File: config.mk
export PLATFORM = sky130hd
export DESIGN_NAME = mae_exec_core
export DESIGN_NICKNAME = d
export VERILOG_FILES = /design/src/inc/mae_pkg.sv /design/src/core/mae_exec_core.sv /design/src/core/mae_bcd_adjust.sv /design/src/core/mae_step_unit.sv
export VERILOG_INCLUDE_DIRS = /design/src /design/src/inc
export SDC_FILE = /design/constraint.sdc
export NUM_CORES = 1
export LEC_CHECK = 0
export BUFFER_PORTS_ARGS = -buffer_cell sky130_fd_sc_hd__buf_2
export CAP_MARGIN = 20
export CORE_MARGIN = 2
export CORE_UTILIZATION = 55
export CTS_CLUSTER_SIZE = 8
export DETAILED_ROUTE_END_ITERATION = 8
export PLACE_DENSITY = 0.8
export SLEW_MARGIN = 20
export SYNTH_ARGS = -nofsm -noshare
export SYNTH_HDL_FRONTEND = slang
export SYNTH_SLANG_ARGS = --single-unit
File: constraint.sdc
create_clock -name pclk -period 4.3 [get_ports pclk]
set_input_delay 1.075 -clock pclk [delete_from_list [all_inputs] [get_ports pclk]]
set_output_delay 1.075 -clock pclk [all_outputs]
set_load 0.05 [all_outputs]
File: src/inc/mae_defs.svh
// register offsets, field positions and arithmetic constants of the alu subset block
`ifndef MAE_DEFS_SVH
`define MAE_DEFS_SVH

// ----------------------------------------
// register byte offsets
// ----------------------------------------
`define MAE_OFS_CMD 12'h000
`define MAE_OFS_WORK 12'h004
`define MAE_OFS_FLAGS 12'h008
`define MAE_OFS_MEM_LO 12'h040
`define MAE_OFS_MEM_HI 12'h07C

// ----------------------------------------
// command register fields
// ----------------------------------------
`define MAE_CMD_OP_LSB 0
`define MAE_CMD_OP_MSB 2
`define MAE_CMD_ADDR_LSB 4
`define MAE_CMD_ADDR_MSB 7
`define MAE_CMD_GO 8
`define MAE_CMD_WAKE 9
`define MAE_CMD_BUSY 16
`define MAE_CMD_HALTED 17

// ----------------------------------------
// flag register fields
// ----------------------------------------
`define MAE_FLG_ZERO 0
`define MAE_FLG_BYTE_OVF 1
`define MAE_FLG_NIB_OVF 2
`define MAE_FLG_SLEEP 3
`define MAE_FLG_WDX 4

// ----------------------------------------
// arithmetic constants
// ----------------------------------------
`define MAE_NIB_MAX 4'h9
`define MAE_ADJ_NONE 8'h00
`define MAE_ADJ_LO 8'h06
`define MAE_ADJ_HI 8'h60
`define MAE_ADJ_BOTH 8'h66
`define MAE_ONE 8'h01
`define MAE_BYTE_ZERO 8'h00
`define MAE_WORD_ZERO 32'h00000000

`endif

File: src/inc/mae_pkg.sv
// types shared by the alu subset block
package mae_pkg;

	// operation codes as written into the command register
	typedef enum logic [2:0] {
		OP_NONE,
		OP_COMPL_WORK,
		OP_BCD_ADJUST,
		OP_MINUS_MEM,
		OP_MINUS_WORK,
		OP_PLUS_MEM,
		OP_PLUS_WORK,
		OP_SLEEP
	} mae_op_e;

	// step unit operand treatment
	typedef enum logic [1:0] {
		STEP_COMPL,
		STEP_MINUS,
		STEP_PLUS
	} mae_step_e;

	typedef enum logic [1:0] {
		ST_IDLE,
		ST_EXEC,
		ST_HALT
	} mae_state_e;

	typedef logic [7:0] mae_byte_t;

endpackage

File: src/core/mae_exec_core.sv
// apb-reached execution unit for the single-operand instruction subset
//
// The APB interface to the registers and the register addresses were decided locally.
`timescale 1ns/100ps
`include "mae_defs.svh"

// Notes on behaviour
// - complement memory into working register, zero flag
// - low nibble over nine or flag: add six
// - high nibble over nine or carry: add six
// - add 00/06/60/66, result into memory
// - adjust touches only byte overflow flag
// - minus one written back to memory
// - minus one into working register only
// - power-down halts, stops clock, keeps contents
// - power-down clears watchdog count and prescaler
// - power-down sets sleep, clears watchdog expiry
// - plus one written back to memory
module mae_exec_core
	import mae_pkg::*;
#(
	parameter int MEM_WORDS = 16,
	parameter int ADDR_W = 4
)
(
	// apb clock and reset
	input wire logic pclk,
	input wire logic presetn,
	// apb slave
	input wire logic psel,
	input wire logic penable,
	input wire logic pwrite,
	input wire logic [11:0] paddr,
	input wire logic [31:0] pwdata,
	output logic [31:0] prdata,
	output logic pready,
	output logic pslverr,
	// pins from outside the clock domain
	input wire logic wdog_timeout,
	input wire logic wake_req,
	// system control
	output logic sysclk_en,
	output logic wdt_count_clr,
	output logic wdt_prescale_clr
);

	// ----------------------------------------
	// state
	// ----------------------------------------
	typedef struct packed {
		mae_state_e state;
		mae_op_e op;
		logic [ADDR_W-1:0] addr;
		mae_byte_t work;
		logic zero;
		logic byte_ovf;
		logic nib_ovf;
		logic sleep;
		logic wdx;
		logic [MEM_WORDS-1:0][7:0] mem;
		logic [31:0] rdata;
		logic slverr;
		logic clr_pulse;
		logic [1:0] tmo_sync;
		logic [1:0] wake_sync;
		logic tmo_last;
	} mae_core_s;

	mae_core_s st_reg;
	mae_core_s st_next;

	// ----------------------------------------
	// address decode
	// ----------------------------------------
	function automatic logic is_reg(input logic [11:0] a, input logic [11:0] ofs);
		return a == ofs;
	endfunction

	function automatic logic is_mem(input logic [11:0] a);
		return (a >= `MAE_OFS_MEM_LO) && (a <= `MAE_OFS_MEM_HI) && (a[1:0] == 2'h0);
	endfunction

	function automatic logic [ADDR_W-1:0] mem_index(input logic [11:0] a);
		logic [11:0] off;
		off = a - `MAE_OFS_MEM_LO;
		return off[ADDR_W+1:2];
	endfunction

	function automatic logic is_mapped(input logic [11:0] a);
		return is_reg(a, `MAE_OFS_CMD) || is_reg(a, `MAE_OFS_WORK) ||
			is_reg(a, `MAE_OFS_FLAGS) || is_mem(a);
	endfunction

	// bytes read back zero-extended into the bus word
	function automatic logic [31:0] byte_word(input mae_byte_t b);
		return {24'h000000, b};
	endfunction

	// ----------------------------------------
	// datapath
	// ----------------------------------------
	mae_byte_t opnd;
	mae_step_e step_kind;
	mae_byte_t step_res;
	logic step_zero;
	mae_byte_t bcd_sum;
	logic bcd_ovf;

	assign opnd = st_reg.mem[st_reg.addr];

	always_comb begin
		case (st_reg.op)
			OP_COMPL_WORK: step_kind = STEP_COMPL;
			OP_MINUS_MEM: step_kind = STEP_MINUS;
			OP_MINUS_WORK: step_kind = STEP_MINUS;
			default: step_kind = STEP_PLUS;
		endcase
	end

	mae_step_unit u_step (
		.opnd(opnd),
		.kind(step_kind),
		.res(step_res),
		.zero(step_zero)
	);

	mae_bcd_adjust u_bcd (
		.work(st_reg.work),
		.byte_ovf_in(st_reg.byte_ovf),
		.nib_ovf_in(st_reg.nib_ovf),
		.sum(bcd_sum),
		.byte_ovf_out(bcd_ovf)
	);

	// ----------------------------------------
	// state decode
	// ----------------------------------------
	logic idle;
	logic busy;
	logic halted;

	assign idle = (st_reg.state == ST_IDLE);
	assign busy = (st_reg.state == ST_EXEC);
	assign halted = (st_reg.state == ST_HALT);

	// ----------------------------------------
	// bus signals
	// ----------------------------------------
	logic setup;
	logic wr_take;
	logic tmo_rise;
	logic [31:0] flag_word;
	logic [31:0] cmd_word;

	assign setup = psel && !penable;
	assign wr_take = psel && penable && pwrite && pready;
	// single wait-free access phase: read data is staged during setup
	assign pready = 1'b1;
	assign prdata = st_reg.rdata;
	assign pslverr = st_reg.slverr;

	// stopped system clock while halted; registers keep their contents
	assign sysclk_en = !halted;
	assign wdt_count_clr = st_reg.clr_pulse;
	assign wdt_prescale_clr = st_reg.clr_pulse;

	// only the second sync stage feeds the edge detector
	assign tmo_rise = st_reg.tmo_sync[1] && !st_reg.tmo_last;

	always_comb begin
		flag_word = `MAE_WORD_ZERO;
		flag_word[`MAE_FLG_ZERO] = st_reg.zero;
		flag_word[`MAE_FLG_BYTE_OVF] = st_reg.byte_ovf;
		flag_word[`MAE_FLG_NIB_OVF] = st_reg.nib_ovf;
		flag_word[`MAE_FLG_SLEEP] = st_reg.sleep;
		flag_word[`MAE_FLG_WDX] = st_reg.wdx;
	end

	always_comb begin
		cmd_word = `MAE_WORD_ZERO;
		cmd_word[`MAE_CMD_OP_MSB:`MAE_CMD_OP_LSB] = st_reg.op;
		cmd_word[`MAE_CMD_ADDR_LSB+ADDR_W-1:`MAE_CMD_ADDR_LSB] = st_reg.addr;
		cmd_word[`MAE_CMD_BUSY] = busy;
		cmd_word[`MAE_CMD_HALTED] = halted;
	end

	// ----------------------------------------
	// write decode
	// ----------------------------------------
	logic wr_cmd;
	logic wr_work;
	logic wr_flags;
	logic wr_mem;
	logic wr_go;
	logic wr_wake;

	// refusing go while busy or halted keeps a running instruction's operands intact
	assign wr_cmd = wr_take && is_reg(paddr, `MAE_OFS_CMD);
	assign wr_work = wr_take && is_reg(paddr, `MAE_OFS_WORK);
	assign wr_flags = wr_take && is_reg(paddr, `MAE_OFS_FLAGS);
	assign wr_mem = wr_take && is_mem(paddr);
	assign wr_go = wr_cmd && idle && pwdata[`MAE_CMD_GO];
	assign wr_wake = wr_cmd && halted && pwdata[`MAE_CMD_WAKE];

	// ----------------------------------------
	// next state
	// ----------------------------------------
	always_comb begin
		st_next = st_reg;
		st_next.clr_pulse = 1'b0;
		st_next.tmo_sync = {st_reg.tmo_sync[0], wdog_timeout};
		st_next.wake_sync = {st_reg.wake_sync[0], wake_req};
		st_next.tmo_last = st_reg.tmo_sync[1];

		// ----------------------------------------
		// read staging during setup
		// ----------------------------------------
		if (setup) begin
			st_next.slverr = !is_mapped(paddr);
			if (pwrite) begin
				st_next.rdata = `MAE_WORD_ZERO;
			end else if (is_reg(paddr, `MAE_OFS_CMD)) begin
				st_next.rdata = cmd_word;
			end else if (is_reg(paddr, `MAE_OFS_WORK)) begin
				st_next.rdata = byte_word(st_reg.work);
			end else if (is_reg(paddr, `MAE_OFS_FLAGS)) begin
				st_next.rdata = flag_word;
			end else if (is_mem(paddr)) begin
				st_next.rdata = byte_word(st_reg.mem[mem_index(paddr)]);
			end else begin
				st_next.rdata = `MAE_WORD_ZERO;
			end
		end

		// ----------------------------------------
		// software writes
		// ----------------------------------------
		if (wr_go) begin
			st_next.op = mae_op_e'(pwdata[`MAE_CMD_OP_MSB:`MAE_CMD_OP_LSB]);
			st_next.addr = pwdata[`MAE_CMD_ADDR_LSB+ADDR_W-1:`MAE_CMD_ADDR_LSB];
			st_next.state = ST_EXEC;
		end else if (wr_wake) begin
			st_next.state = ST_IDLE;
		end
		if (wr_work && idle) begin
			st_next.work = pwdata[7:0];
		end
		if (wr_flags) begin
			if (idle) begin
				st_next.zero = pwdata[`MAE_FLG_ZERO];
				st_next.byte_ovf = pwdata[`MAE_FLG_BYTE_OVF];
				st_next.nib_ovf = pwdata[`MAE_FLG_NIB_OVF];
			end
			// sleep and expiry stay writable so software can clear them after wake
			st_next.sleep = pwdata[`MAE_FLG_SLEEP];
			st_next.wdx = pwdata[`MAE_FLG_WDX];
		end
		if (wr_mem && idle) begin
			st_next.mem[mem_index(paddr)] = pwdata[7:0];
		end

		// ----------------------------------------
		// instruction sequencing
		// ----------------------------------------
		case (st_reg.state)
			ST_IDLE: begin
			end
			ST_EXEC: begin
				st_next.state = ST_IDLE;
				case (st_reg.op)
					OP_COMPL_WORK: begin
						st_next.work = step_res;
						st_next.zero = step_zero;
					end
					OP_BCD_ADJUST: begin
						st_next.mem[st_reg.addr] = bcd_sum;
						st_next.byte_ovf = bcd_ovf;
					end
					OP_MINUS_MEM: begin
						st_next.mem[st_reg.addr] = step_res;
						st_next.zero = step_zero;
					end
					OP_MINUS_WORK: begin
						st_next.work = step_res;
						st_next.zero = step_zero;
					end
					OP_PLUS_MEM: begin
						st_next.mem[st_reg.addr] = step_res;
						st_next.zero = step_zero;
					end
					OP_PLUS_WORK: begin
						st_next.work = step_res;
						st_next.zero = step_zero;
					end
					OP_SLEEP: begin
						st_next.state = ST_HALT;
						st_next.clr_pulse = 1'b1;
						st_next.sleep = 1'b1;
						st_next.wdx = 1'b0;
					end
					default: begin
					end
				endcase
			end
			ST_HALT: begin
				// the wake pin leaves halt here, the wake command through the write decode
				if (st_reg.wake_sync[1]) begin
					st_next.state = ST_IDLE;
				end
			end
			default: begin
				st_next.state = ST_IDLE;
			end
		endcase

		// a timeout edge beats any clear in the same cycle
		if (tmo_rise) begin
			st_next.wdx = 1'b1;
		end
	end

	// ----------------------------------------
	// registers
	// ----------------------------------------
	always_ff @(posedge pclk or negedge presetn) begin
		if (!presetn) begin
			st_reg.state <= ST_IDLE;
			st_reg.op <= OP_NONE;
			st_reg.addr <= '0;
			st_reg.work <= `MAE_BYTE_ZERO;
			st_reg.zero <= 1'b0;
			st_reg.byte_ovf <= 1'b0;
			st_reg.nib_ovf <= 1'b0;
			st_reg.sleep <= 1'b0;
			st_reg.wdx <= 1'b0;
			st_reg.mem <= '0;
			st_reg.rdata <= `MAE_WORD_ZERO;
			st_reg.slverr <= 1'b0;
			st_reg.clr_pulse <= 1'b0;
			st_reg.tmo_sync <= 2'h0;
			st_reg.wake_sync <= 2'h0;
			st_reg.tmo_last <= 1'b0;
		end else begin
			st_reg <= st_next;
		end
	end

endmodule

File: src/core/mae_bcd_adjust.sv
// decimal correction of the working register after a bcd addition
`timescale 1ns/100ps
module mae_bcd_adjust
	import mae_pkg::*;
(
	// operand and flags
	input wire mae_byte_t work,
	input wire logic byte_ovf_in,
	input wire logic nib_ovf_in,
	// result
	output mae_byte_t sum,
	output logic byte_ovf_out
);
	logic lo_fix;
	logic hi_fix;
	logic [8:0] wide;
	logic [7:0] addend;

	always_comb begin
		lo_fix = (work[3:0] > `MAE_NIB_MAX) || nib_ovf_in;
		hi_fix = (work[7:4] > `MAE_NIB_MAX) || byte_ovf_in;
		if (lo_fix && hi_fix) begin
			addend = `MAE_ADJ_BOTH;
		end else if (hi_fix) begin
			addend = `MAE_ADJ_HI;
		end else if (lo_fix) begin
			addend = `MAE_ADJ_LO;
		end else begin
			addend = `MAE_ADJ_NONE;
		end
		wide = {1'b0, work} + {1'b0, addend};
		sum = wide[7:0];
		// a carry already set stays set so multi-byte sums chain
		byte_ovf_out = byte_ovf_in || wide[8];
	end
endmodule

File: src/core/mae_step_unit.sv
// complement, minus one and plus one on a memory operand, with zero detect
`timescale 1ns/100ps
module mae_step_unit
	import mae_pkg::*;
(
	// operand
	input wire mae_byte_t opnd,
	input wire mae_step_e kind,
	// result
	output mae_byte_t res,
	output logic zero
);
	always_comb begin
		case (kind)
			STEP_COMPL: res = ~opnd;
			STEP_MINUS: res = opnd - `MAE_ONE;
			STEP_PLUS: res = opnd + `MAE_ONE;
			default: res = opnd;
		endcase
		zero = (res == `MAE_BYTE_ZERO);
	end
endmodule

==> results of run 1 <==
power by group:
group / internal (W) / switching, W / leakage (nW) / total [W]
Clock: 0.000785 / 0.000704 / 0.274 / 0.00149
Sequential: 0.00158 / 0.00000256 / 1.67 / 0.00158
Combinational: 0.0000456 / 0.000159 / 2.59 / 0.000204
per-layer routing:
layer,vias up,global-route usage (%)
met2,620,50.3
met4,0,13.8
li1,3878,-
met5,-,0
met3,129,9.00
met1,4515,39.0
placed cells by master (no fill, tap or decap), types with 14 or more instances in the layout:
cell type / Yosys / final
buf_4: 37 / 40
clkbuf_16: 0 / 17
nor2_1: 52 / 52
nor2b_1: 16 / 16
mux2_2: 18 / 18
nand2_1: 53 / 53
nand3_1: 23 / 23
o21ai_0: 34 / 34
a21oi_1: 21 / 21
mux4_2: 77 / 77
mux2i_1: 143 / 143
conb_1: 2 / 23
o22ai_1: 114 / 114
o21ai_1: 14 / 14
inv_1: 17 / 17
dfrtp_1: 167 / 165
buf_2: 11 / 41
synth_stat cells (7+ instances only):
| master | n | area, um^2 |
|---|---|---|
| a21oi_1 | 21 | 105 |
| a22oi_1 | 12 | 90.1 |
| buf_1 | 14 | 52.6 |
| buf_2 | 11 | 55.1 |
| buf_4 | 37 | 278 |
| clkbuf_1 | 47 | 176 |
| dfrtp_1 | 167 | 4180 |
| ha_1 | 10 | 125 |
| inv_1 | 17 | 63.8 |
| mux2_2 | 18 | 203 |
| mux2i_1 | 143 | 1430 |
| mux4_2 | 77 | 1730 |
| nand2_1 | 53 | 199 |
| nand2b_1 | 7 | 43.8 |
| nand3_1 | 23 | 115 |
| nor2_1 | 52 | 195 |
| nor2b_1 | 16 | 100 |
| o21a_1 | 12 | 90.1 |
| o21ai_0 | 34 | 170 |
| o21ai_1 | 14 | 70.1 |
| o22ai_1 | 114 | 713 |
cell families (layout without fill, tap and decap cells):
logic type | count (synthesis) | in the layout | share of synthesized area [%]
other | 2 | 23 | 0.0675
flip-flops | 167 | 167 | 37.6
AO/OA/AOI/OAI | 255 | 255 | 15.2
adder cells (fa/ha/maj) | 12 | 12 | 1.48
multiplexers | 238 | 238 | 30.3
AND/OR/NAND/NOR | 197 | 197 | 8.81
XOR/XNOR | 7 | 7 | 0.551
buffers and inverters | 131 | 138 | 6.06
cell type report:
cell class,count,area [um^2]
multi-input combinational,732,6350
clock buffer,19,453
tap,270,338
clock inverter,13,106
inverter,18,67.6
timing repair buffer,88,637
fill,1609,7900
sequential,167,4180
per-stage QoR:
| step | area (um^2) | setup WS [ps] | util (%) |
|---|---|---|---|
| after global routing | 12100 | 181 | 60.6 |
| after CTS | 12100 | 393 | 60.6 |
| after global placement | 11600 | 471 | 57.8 |
| after detailed placement | 11600 | 426 | 57.8 |
| after floorplan | 11200 | 549 | - |
| final | 12100 | 348 | 60.6 |
worst paths after layout:
check,from,end
max,cmd_word[5]$_DFFE_PN0P_,st_reg[78]$_DFF_PN0_
min reg2reg,st_next[4]$_DFF_PN0_,st_next[0]$_DFF_PN0_
min in group asynchronous,presetn,st_reg[60]$_DFF_PN0_
max in group asynchronous,presetn,cmd_word[4]$_DFFE_PN0P_
max reg2reg,cmd_word[5]$_DFFE_PN0P_,st_reg[78]$_DFF_PN0_
min,st_next[4]$_DFF_PN0_,st_next[0]$_DFF_PN0_
==> results.cfg, run 1 <==
[cts]
postCtsHoldBufs = 0
cts.sinks = 167
cts_made_buffers = 17
clk_pin_slew_ps = 70
postCtsSetupBuffers = 0
clockBufferDepth = 2
tritoncts = built
cts-root-buf = clkbuf_16
clkLatencyLatePin_ps = 450
h-tree-depth = 4
cts-resized-gates = 0

[floorplan]
start_util_pct = 55.5
die_h_um = 146
num_io_pins = 88
die_w_um = 146
num_rows = 52
fp.dieArea_um2 = 21400
core_area_um2 = 20000

[placed_design]
dp_hpwl_um = 22900
dp.cells = 1275
portBuffers = 42
place_congestion = 0.907

[sta]
tightest_slew_ps = 1050
fin_hold_ws_ps = 350
setup_viol = 0
clock_skew_ps = 10.5
rsz0062_at_grt = no
final.setup.tns_ps = 0
maxSlewHeadroom_pct = 30.2
min_period_ps = 3950
drv_slew = 0
finalHoldViolCount = 0
finalCritPeriodShare_pct = 91.9
fmax_ghz = 0.253

[pwr]
ir_drop_v = 0.000275
power_w = 0.00327
power_leakage_nw = 4.54
p_per_area_nw_per_um2 = 269

[routing]
dr_wl_met3_um = 3440
wl_met2_um = 15500
top_layer_used = met4
wl_met1_um = 12000
drtPass1Iterations = 6
route.vias.total = 9142
wl_um = 32400
post-route-drc-count = 0
drtIter0Drc = 1151
routedWlPerCell_um = 24.8
vias_per_cell = 6.99
ant_nets = 0

[synthesis]
syn_area_um2 = 11100
synth_cell_type_count = 67
ys_ff_latch = 167
netlist_instances = 1009
seq_area_frac_synth_pct = 37.6
ys.flop_type = dfrtp_1
yosys_warnings = 0
ys_async_sr_fraction_pct = 100
avgSynthCellArea_um2 = 11.0
synth_edf_count = 0

[critical_path]
crit_arrival_ps = 4270
path_class = flip-flop to flip-flop
crit_fanout = 23
path_buf_inv = 3
crit_family = compound AO/OA/AOI/OAI gates
ff2ff_setup_slack_ps = 350
cp.required_ps = 4610
cp.depth = 14
cp_slowest_cell = mux4_2
start_kind = flip-flop
worstRegToRegCells = 14
crit_path_max_incr_delay_ps = 570
cp_cell_sequence = buf_12 -> mux4_2 -> mux2i_1 -> mux2_2 -> inv_1 -> ha_1 -> a21o_1 -> a2111o_1 -> a41oi_1 -> o22ai_1 -> and3_1 -> buf_4 -> o21ai_1 -> a22oi_1
endpoint_kind = flip-flop

[grt]
antenna_found_initial = 0
overflow = 0
grt_max_degree = 87
grt_pass1_vias = 9221
grt_pass1_wl_um = 51400
grt.total_usage_pct = 31.1

[worst_hold_path]
hold_class = flip-flop to flip-flop
hold_path_depth = 0

[cells_and_area]
antennaDiodeCount = 0
drive_gt1_share_pct = 22.5
nets = 1087
syn_to_final_growth_pct = 9.11
largest_reg_flops = 140
finalNonFillerCells = 1307

[run]
maxCapViolations = 0

[status]
status = completed
(Power assumes the default switching activity.)
==> inputs of run 2 (changes only) <==
Settings changed: HOLD_SLACK_MARGIN from default to 0.06.
Clock period 4.3 ns to 3.94 ns, I/O delays scaled along.
==> run 2 against run 1 <==
Wire length is 0.33% higher. Sequential power is 9% higher. Critical path depth stayed put. Worst setup slack worse by 190 ps. Sequential share of layout area is 0.24 points lower. Global-route usage is 0.64 points lower. Clock skew is 2.1 ps higher. Critical path type unchanged. Critical endpoint is now st_reg[150]$_DFF_PN0_. Largest power group unchanged.
==> results.cfg, run 2 (synthesis gave the netlist of run 1 again) <==
[sta]
tightest_slew_ps = 879
final.setup.tns_ps = 0
min_period_ps = 3780
drv_slew = 0
fmax_ghz = 0.264
finalHoldViolCount = 0
clock_skew_ps = 12.6
maxSlewHeadroom_pct = 41.4
rsz0062_at_grt = no
setup_viol = 0
finalCritPeriodShare_pct = 96.0

[cts]
h-tree-depth = 4
cts-root-buf = clkbuf_16
cts_made_buffers = 17
tritoncts = built
clk_pin_slew_ps = 70
clockBufferDepth = 2
cts.sinks = 167
clkLatencyLatePin_ps = 440

[critical_path]
crit_fanout = 11
crit_path_frequent_cell = a21oi_1
cp_cell_sequence = buf_12 -> mux4_2 -> mux2i_1 -> mux2_2 -> inv_1 -> ha_1 -> nor2_1 -> or4b_2 -> a21oi_1 -> a311oi_1 -> nand3_1 -> buf_4 -> a21oi_1 -> a2bb2oi_1
path_class = flip-flop to flip-flop
start_kind = flip-flop
cp.required_ps = 4240
crit_arrival_ps = 4080
path_buf_inv = 3
cp_slowest_cell = or4b_2
crit_family = multiplexers
endpoint_kind = flip-flop
crit_path_max_incr_delay_ps = 600

[routing]
routedWlPerCell_um = 24.7
top_layer_used = met5
drtPass1Iterations = 5
wl_met2_um = 15900
wl_um = 32500
drtIter0Drc = 1234
ant_nets = 0
dr_wl_met3_um = 3160
post-route-drc-count = 0
vias_per_cell = 7.03
wl_met1_um = 12000
route.vias.total = 9232

[cells_and_area]
final_cell_mix = dfrtp_1, mux2i_1, o22ai_1
design_area_um2 = 12200
antennaDiodeCount = 0
nets = 1094
syn_to_final_growth_pct = 9.88
drive_gt1_share_pct = 22.9
finalNonFillerCells = 1314
largest_reg_flops = 140
layout_commonest_cell = dfrtp_1

[pwr]
power_leakage_nw = 4.60
p_per_area_nw_per_um2 = 294
ir_drop_v = 0.000302
power_w = 0.00359

[floorplan]
fp.dieArea_um2 = 21400
die_h_um = 146
num_rows = 52
start_util_pct = 55.5
core_area_um2 = 20000
num_io_pins = 88
die_w_um = 146

[placed_design]
dp_hpwl_um = 22800
dp.cells = 1279
place_congestion = 0.941
dpl_cell_area_um2 = 11600
portBuffers = 42

[grt]
grt_max_degree = 91
grt.total_usage_pct = 30.4
overflow = 0
antenna_found_initial = 1
grt_pass1_wl_um = 50600
grt_pass1_vias = 9206

[run]
maxCapViolations = 0

[worst_hold_path]
hold_class = flip-flop to flip-flop

[status]
status = completed
-- run 2: cell types whose count changed in the layout (fill, tap and decap cells not counted), sizes merged --
cell / previous run / this run
clkinvlp: 2 / 0
buf: 88 / 94
inv: 25 / 19
bufinv: 0 / 1
clkinv: 4 / 6
clkbuf: 19 / 25
-- run 2: metal layers --
| layer | vias to the layer above | GRT usage, % |
|---|---|---|
| met2 | 653 | 50.2 |
| li1 | 3902 | - |
| met5 | - | 0 |
| met4 | 2 | 12.7 |
| met3 | 128 | 6.44 |
| met1 | 4547 | 39.4 |
-- run 2: power breakdown --
part,internal [W],switching [W],leakage [nW],total [W]
combinational,0.0000499,0.000173,2.65,0.000223
sequential,0.00172,0.00000279,1.67,0.00172
clock,0.000931,0.000718,0.280,0.00165
total,0.00270,0.000894,4.60,0.00359
-- run 2: what timing repair did --
item,4_1_cts,5_1_grt
gates resized for setup,2,4
buffers inserted,0,2
cloned,0,1
hold buffers,0,0
pin swaps,0,0
setup endpoints to repair,26,30
-- run 2: stage by stage --
stage	setup WS [ps]	hold slack [ps]	util (%)
after floorplan	189	331	-
after global placement	36.9	332	57.9
after detailed placement	-17.1	338	57.9
after CTS	16.6	353	60.8
after global routing	49.5	359	61.0
final	156	351	61.0
-- run 2: worst register-to-register path, delay by kind of cell (launching register included) --
family	cells	cell delay, ps
buffers and inverters	3	450
multiplexers	3	950
AO/OA/AOI/OAI	4	540
adder cells (fa/ha/maj)	1	350
flip-flops	1	470
AND/OR/NAND/NOR	3	890
-- run 2: path summary, 6_finish.rpt --
| path | from | to | slack [ps] | cells past startpoint |
|---|---|---|---|---|
| min in group asynchronous | presetn | st_reg[44]$_DFF_PN0_ | 630 | 1 |
| hold / removal | st_next[4]$_DFF_PN0_ | st_next[0]$_DFF_PN0_ | 350 | 0 |
| hold reg to reg | st_next[4]$_DFF_PN0_ | st_next[0]$_DFF_PN0_ | 350 | 0 |
| max in group asynchronous | presetn | st_reg[155]$_DFF_PN0_ | 2460 | 2 |
| setup reg to reg | cmd_word[5]$_DFFE_PN0P_ | st_reg[150]$_DFF_PN0_ | 160 | 14 |
| setup / recovery | cmd_word[5]$_DFFE_PN0P_ | st_reg[150]$_DFF_PN0_ | 160 | 14 |
-- run 2: final cells by class --
type / count / area (um^2)
Clock buffer: 24 / 482
Inverter: 18 / 67.6
Fill cell: 1571 / 7820
Clock inverter: 8 / 91.3
Multi-Input combinational cell: 732 / 6360
Sequential cell: 167 / 4180
Tap cell: 270 / 338
Timing Repair Buffer: 95 / 698
==> inputs of run 3 (changes only) <==
Settings changed: MAX_ROUTING_LAYER from default to met4.
Clock period 3.94 ns to 4.4 ns, I/O delays scaled along.
==> run 3 against run 2 <==
Sequential power down 10%. Combinational power shrank 11%. First-iteration DRC count rose by 0.32%. Worst setup slack improved by 130 ps. Largest power group unchanged. Clock skew hardly changed. Via count hardly changed. Final cell count fell by 0.68%. Core utilization down 0.46 points. Final area down 0.75%. Sequential cell count stayed put. Hold slack improved by 1.8 ps.
==> results.cfg, run 3 (synthesis gave the netlist of run 1 again) <==
[status]
status = completed

[pwr]
internal_power_w = 0.00245
p_clk_share_pct = 46.4
ir_drop_v = 0.000264
p_per_area_nw_per_um2 = 268
power_frac_comb_pct = 6.1
power_leakage_nw = 4.54
switching_share_pct = 24.6
switchingPower_w = 0.000798
power_frac_seq_pct = 47.5

[sta]
drv_slew = 0
finalCritPeriodShare_pct = 93.5
final.setup.tns_ps = 0
setup_viol = 0
rsz0062_at_grt = no
clock_skew_ps = 12.7
min_period_ps = 4120
maxSlewHeadroom_pct = 39.8
tightest_slew_ps = 895
finalHoldViolCount = 0
worst_slack_ps = 284
fmax_ghz = 0.243

[cells_and_area]
final_cell_mix = dfrtp_1, mux2i_1, o22ai_1
antennaDiodeCount = 0
drive_gt1_share_pct = 22.1
seqCellArea_um2 = 4180
largest_reg_flops = 140
layout_commonest_cell = dfrtp_1
utilization_pct = 60.5
fillers = 1570
nets = 1087
multi_input_area_um2 = 6350
syn_to_final_growth_pct = 9.05

[cts]
postCtsHoldBufs = 0
h-tree-depth = 4
cts-resized-gates = 0
cts-root-buf = clkbuf_16
cts_made_buffers = 17
clk_pin_slew_ps = 70
tritoncts = built
clockBufferDepth = 2
clkLatencyLatePin_ps = 430
postCtsSetupBuffers = 0
cts.sinks = 167

[critical_path]
endpoint_kind = flip-flop
ff2ff_setup_slack_ps = 280
crit_family = multiplexers
path_buf_inv = 3
path_class = flip-flop to flip-flop
start_kind = flip-flop
crit_path_max_incr_delay_ps = 600
crit_arrival_ps = 4450
crit_fanout = 45
cp_slowest_cell = mux4_2
cp.required_ps = 4740
cp_cell_sequence = buf_12 -> mux4_2 -> mux4_2 -> inv_1 -> fa_1 -> nor2b_1 -> o31a_1 -> o21ai_0 -> a21oi_1 -> nor3b_1 -> a22oi_1 -> buf_4 -> o22ai_1
crit_path_frequent_cell = mux4_2

[grt]
overflow = 0
grt_max_degree = 95
grt.total_usage_pct = 32.1
grt_pass1_wl_um = 51500
antenna_found_initial = 0
grt_pass1_vias = 9274

[floorplan]
start_util_pct = 55.5
fp.dieArea_um2 = 21400
num_rows = 52
num_io_pins = 88
core_area_um2 = 20000
die_h_um = 146
die_w_um = 146

[routing]
vias_per_cell = 7.08
drtPass1Iterations = 6
drtIter0Drc = 1238
routedWlPerCell_um = 25.0
ant_nets = 0
wl_um = 32600
post-route-drc-count = 0
route.vias.total = 9234

[placed_design]
place_ws_ps = 439
place_congestion = 0.942
dp_hpwl_um = 23400
portBuffers = 42

[run]
maxCapViolations = 0

[worst_hold_path]
hold_class = flip-flop to flip-flop
[run 3: layer usage]
| layer | share of wire (%) | track usage [%] | wire length (um) |
|---|---|---|---|
| met1 | 37 | 39.8 | 12100 |
| met2 | 49 | 51.6 | 15900 |
| met3 | 9.9 | 6.97 | 3230 |
| met4 | 4.3 | 13.0 | 1390 |
| met5 | 0 | - | 0 |
[run 3: layout make-up]
| cell class | count | share of cell area (%) |
|---|---|---|
| multi-input combinational | 732 | 52.4 |
| sequential | 167 | 34.5 |
| timing repair buffer | 88 | 5.04 |
| clock buffer | 21 | 3.80 |
| tap | 270 | 2.78 |
| clock inverter | 9 | 0.969 |
| inverter | 18 | 0.557 |
[run 3: power by group through the flow]
stage	clock, W	combinational, W	sequential (W)
3_5_place_dp	0	0.000196	0.00157
5_1_grt	0.00157	0.000211	0.00154
4_1_cts	0.00151	0.000197	0.00154
6_report	0.00151	0.000198	0.00154
2_1_floorplan	0	0.000135	0.00157
3_3_place_gp	0	0.000195	0.00157
[run 3: stage by stage]
step / hold slack (ps) / cell area [um^2] / instances / power, W
finish: 353 / 12100 / 1305 / 0.00325
global route: 368 / 12100 / 1305 / 0.00333
CTS: 356 / 12100 / 1305 / 0.00325
detailed placement: 341 / 11600 / 1275 / 0.00177
global placement: 333 / 11600 / 1275 / 0.00177
floorplan: 331 / 11200 / 1030 / 0.00171
[run 3: path summary, 6_finish.rpt]
| check | to | start | cells after the start |
|---|---|---|---|
| max | st_reg[85]$_DFF_PN0_ | cmd_word[5]$_DFFE_PN0P_ | 13 |
| min | st_reg[2]$_DFF_PN0_ | st_next[2]$_DFF_PN0_ | 0 |
| max reg2reg | st_reg[85]$_DFF_PN0_ | cmd_word[5]$_DFFE_PN0P_ | 13 |
| min reg2reg | st_reg[2]$_DFF_PN0_ | st_next[2]$_DFF_PN0_ | 0 |
| max in group asynchronous | st_reg[141]$_DFF_PN0_ | presetn | 2 |
| min in group asynchronous | st_reg[175]$_DFF_PN0_ | presetn | 1 |
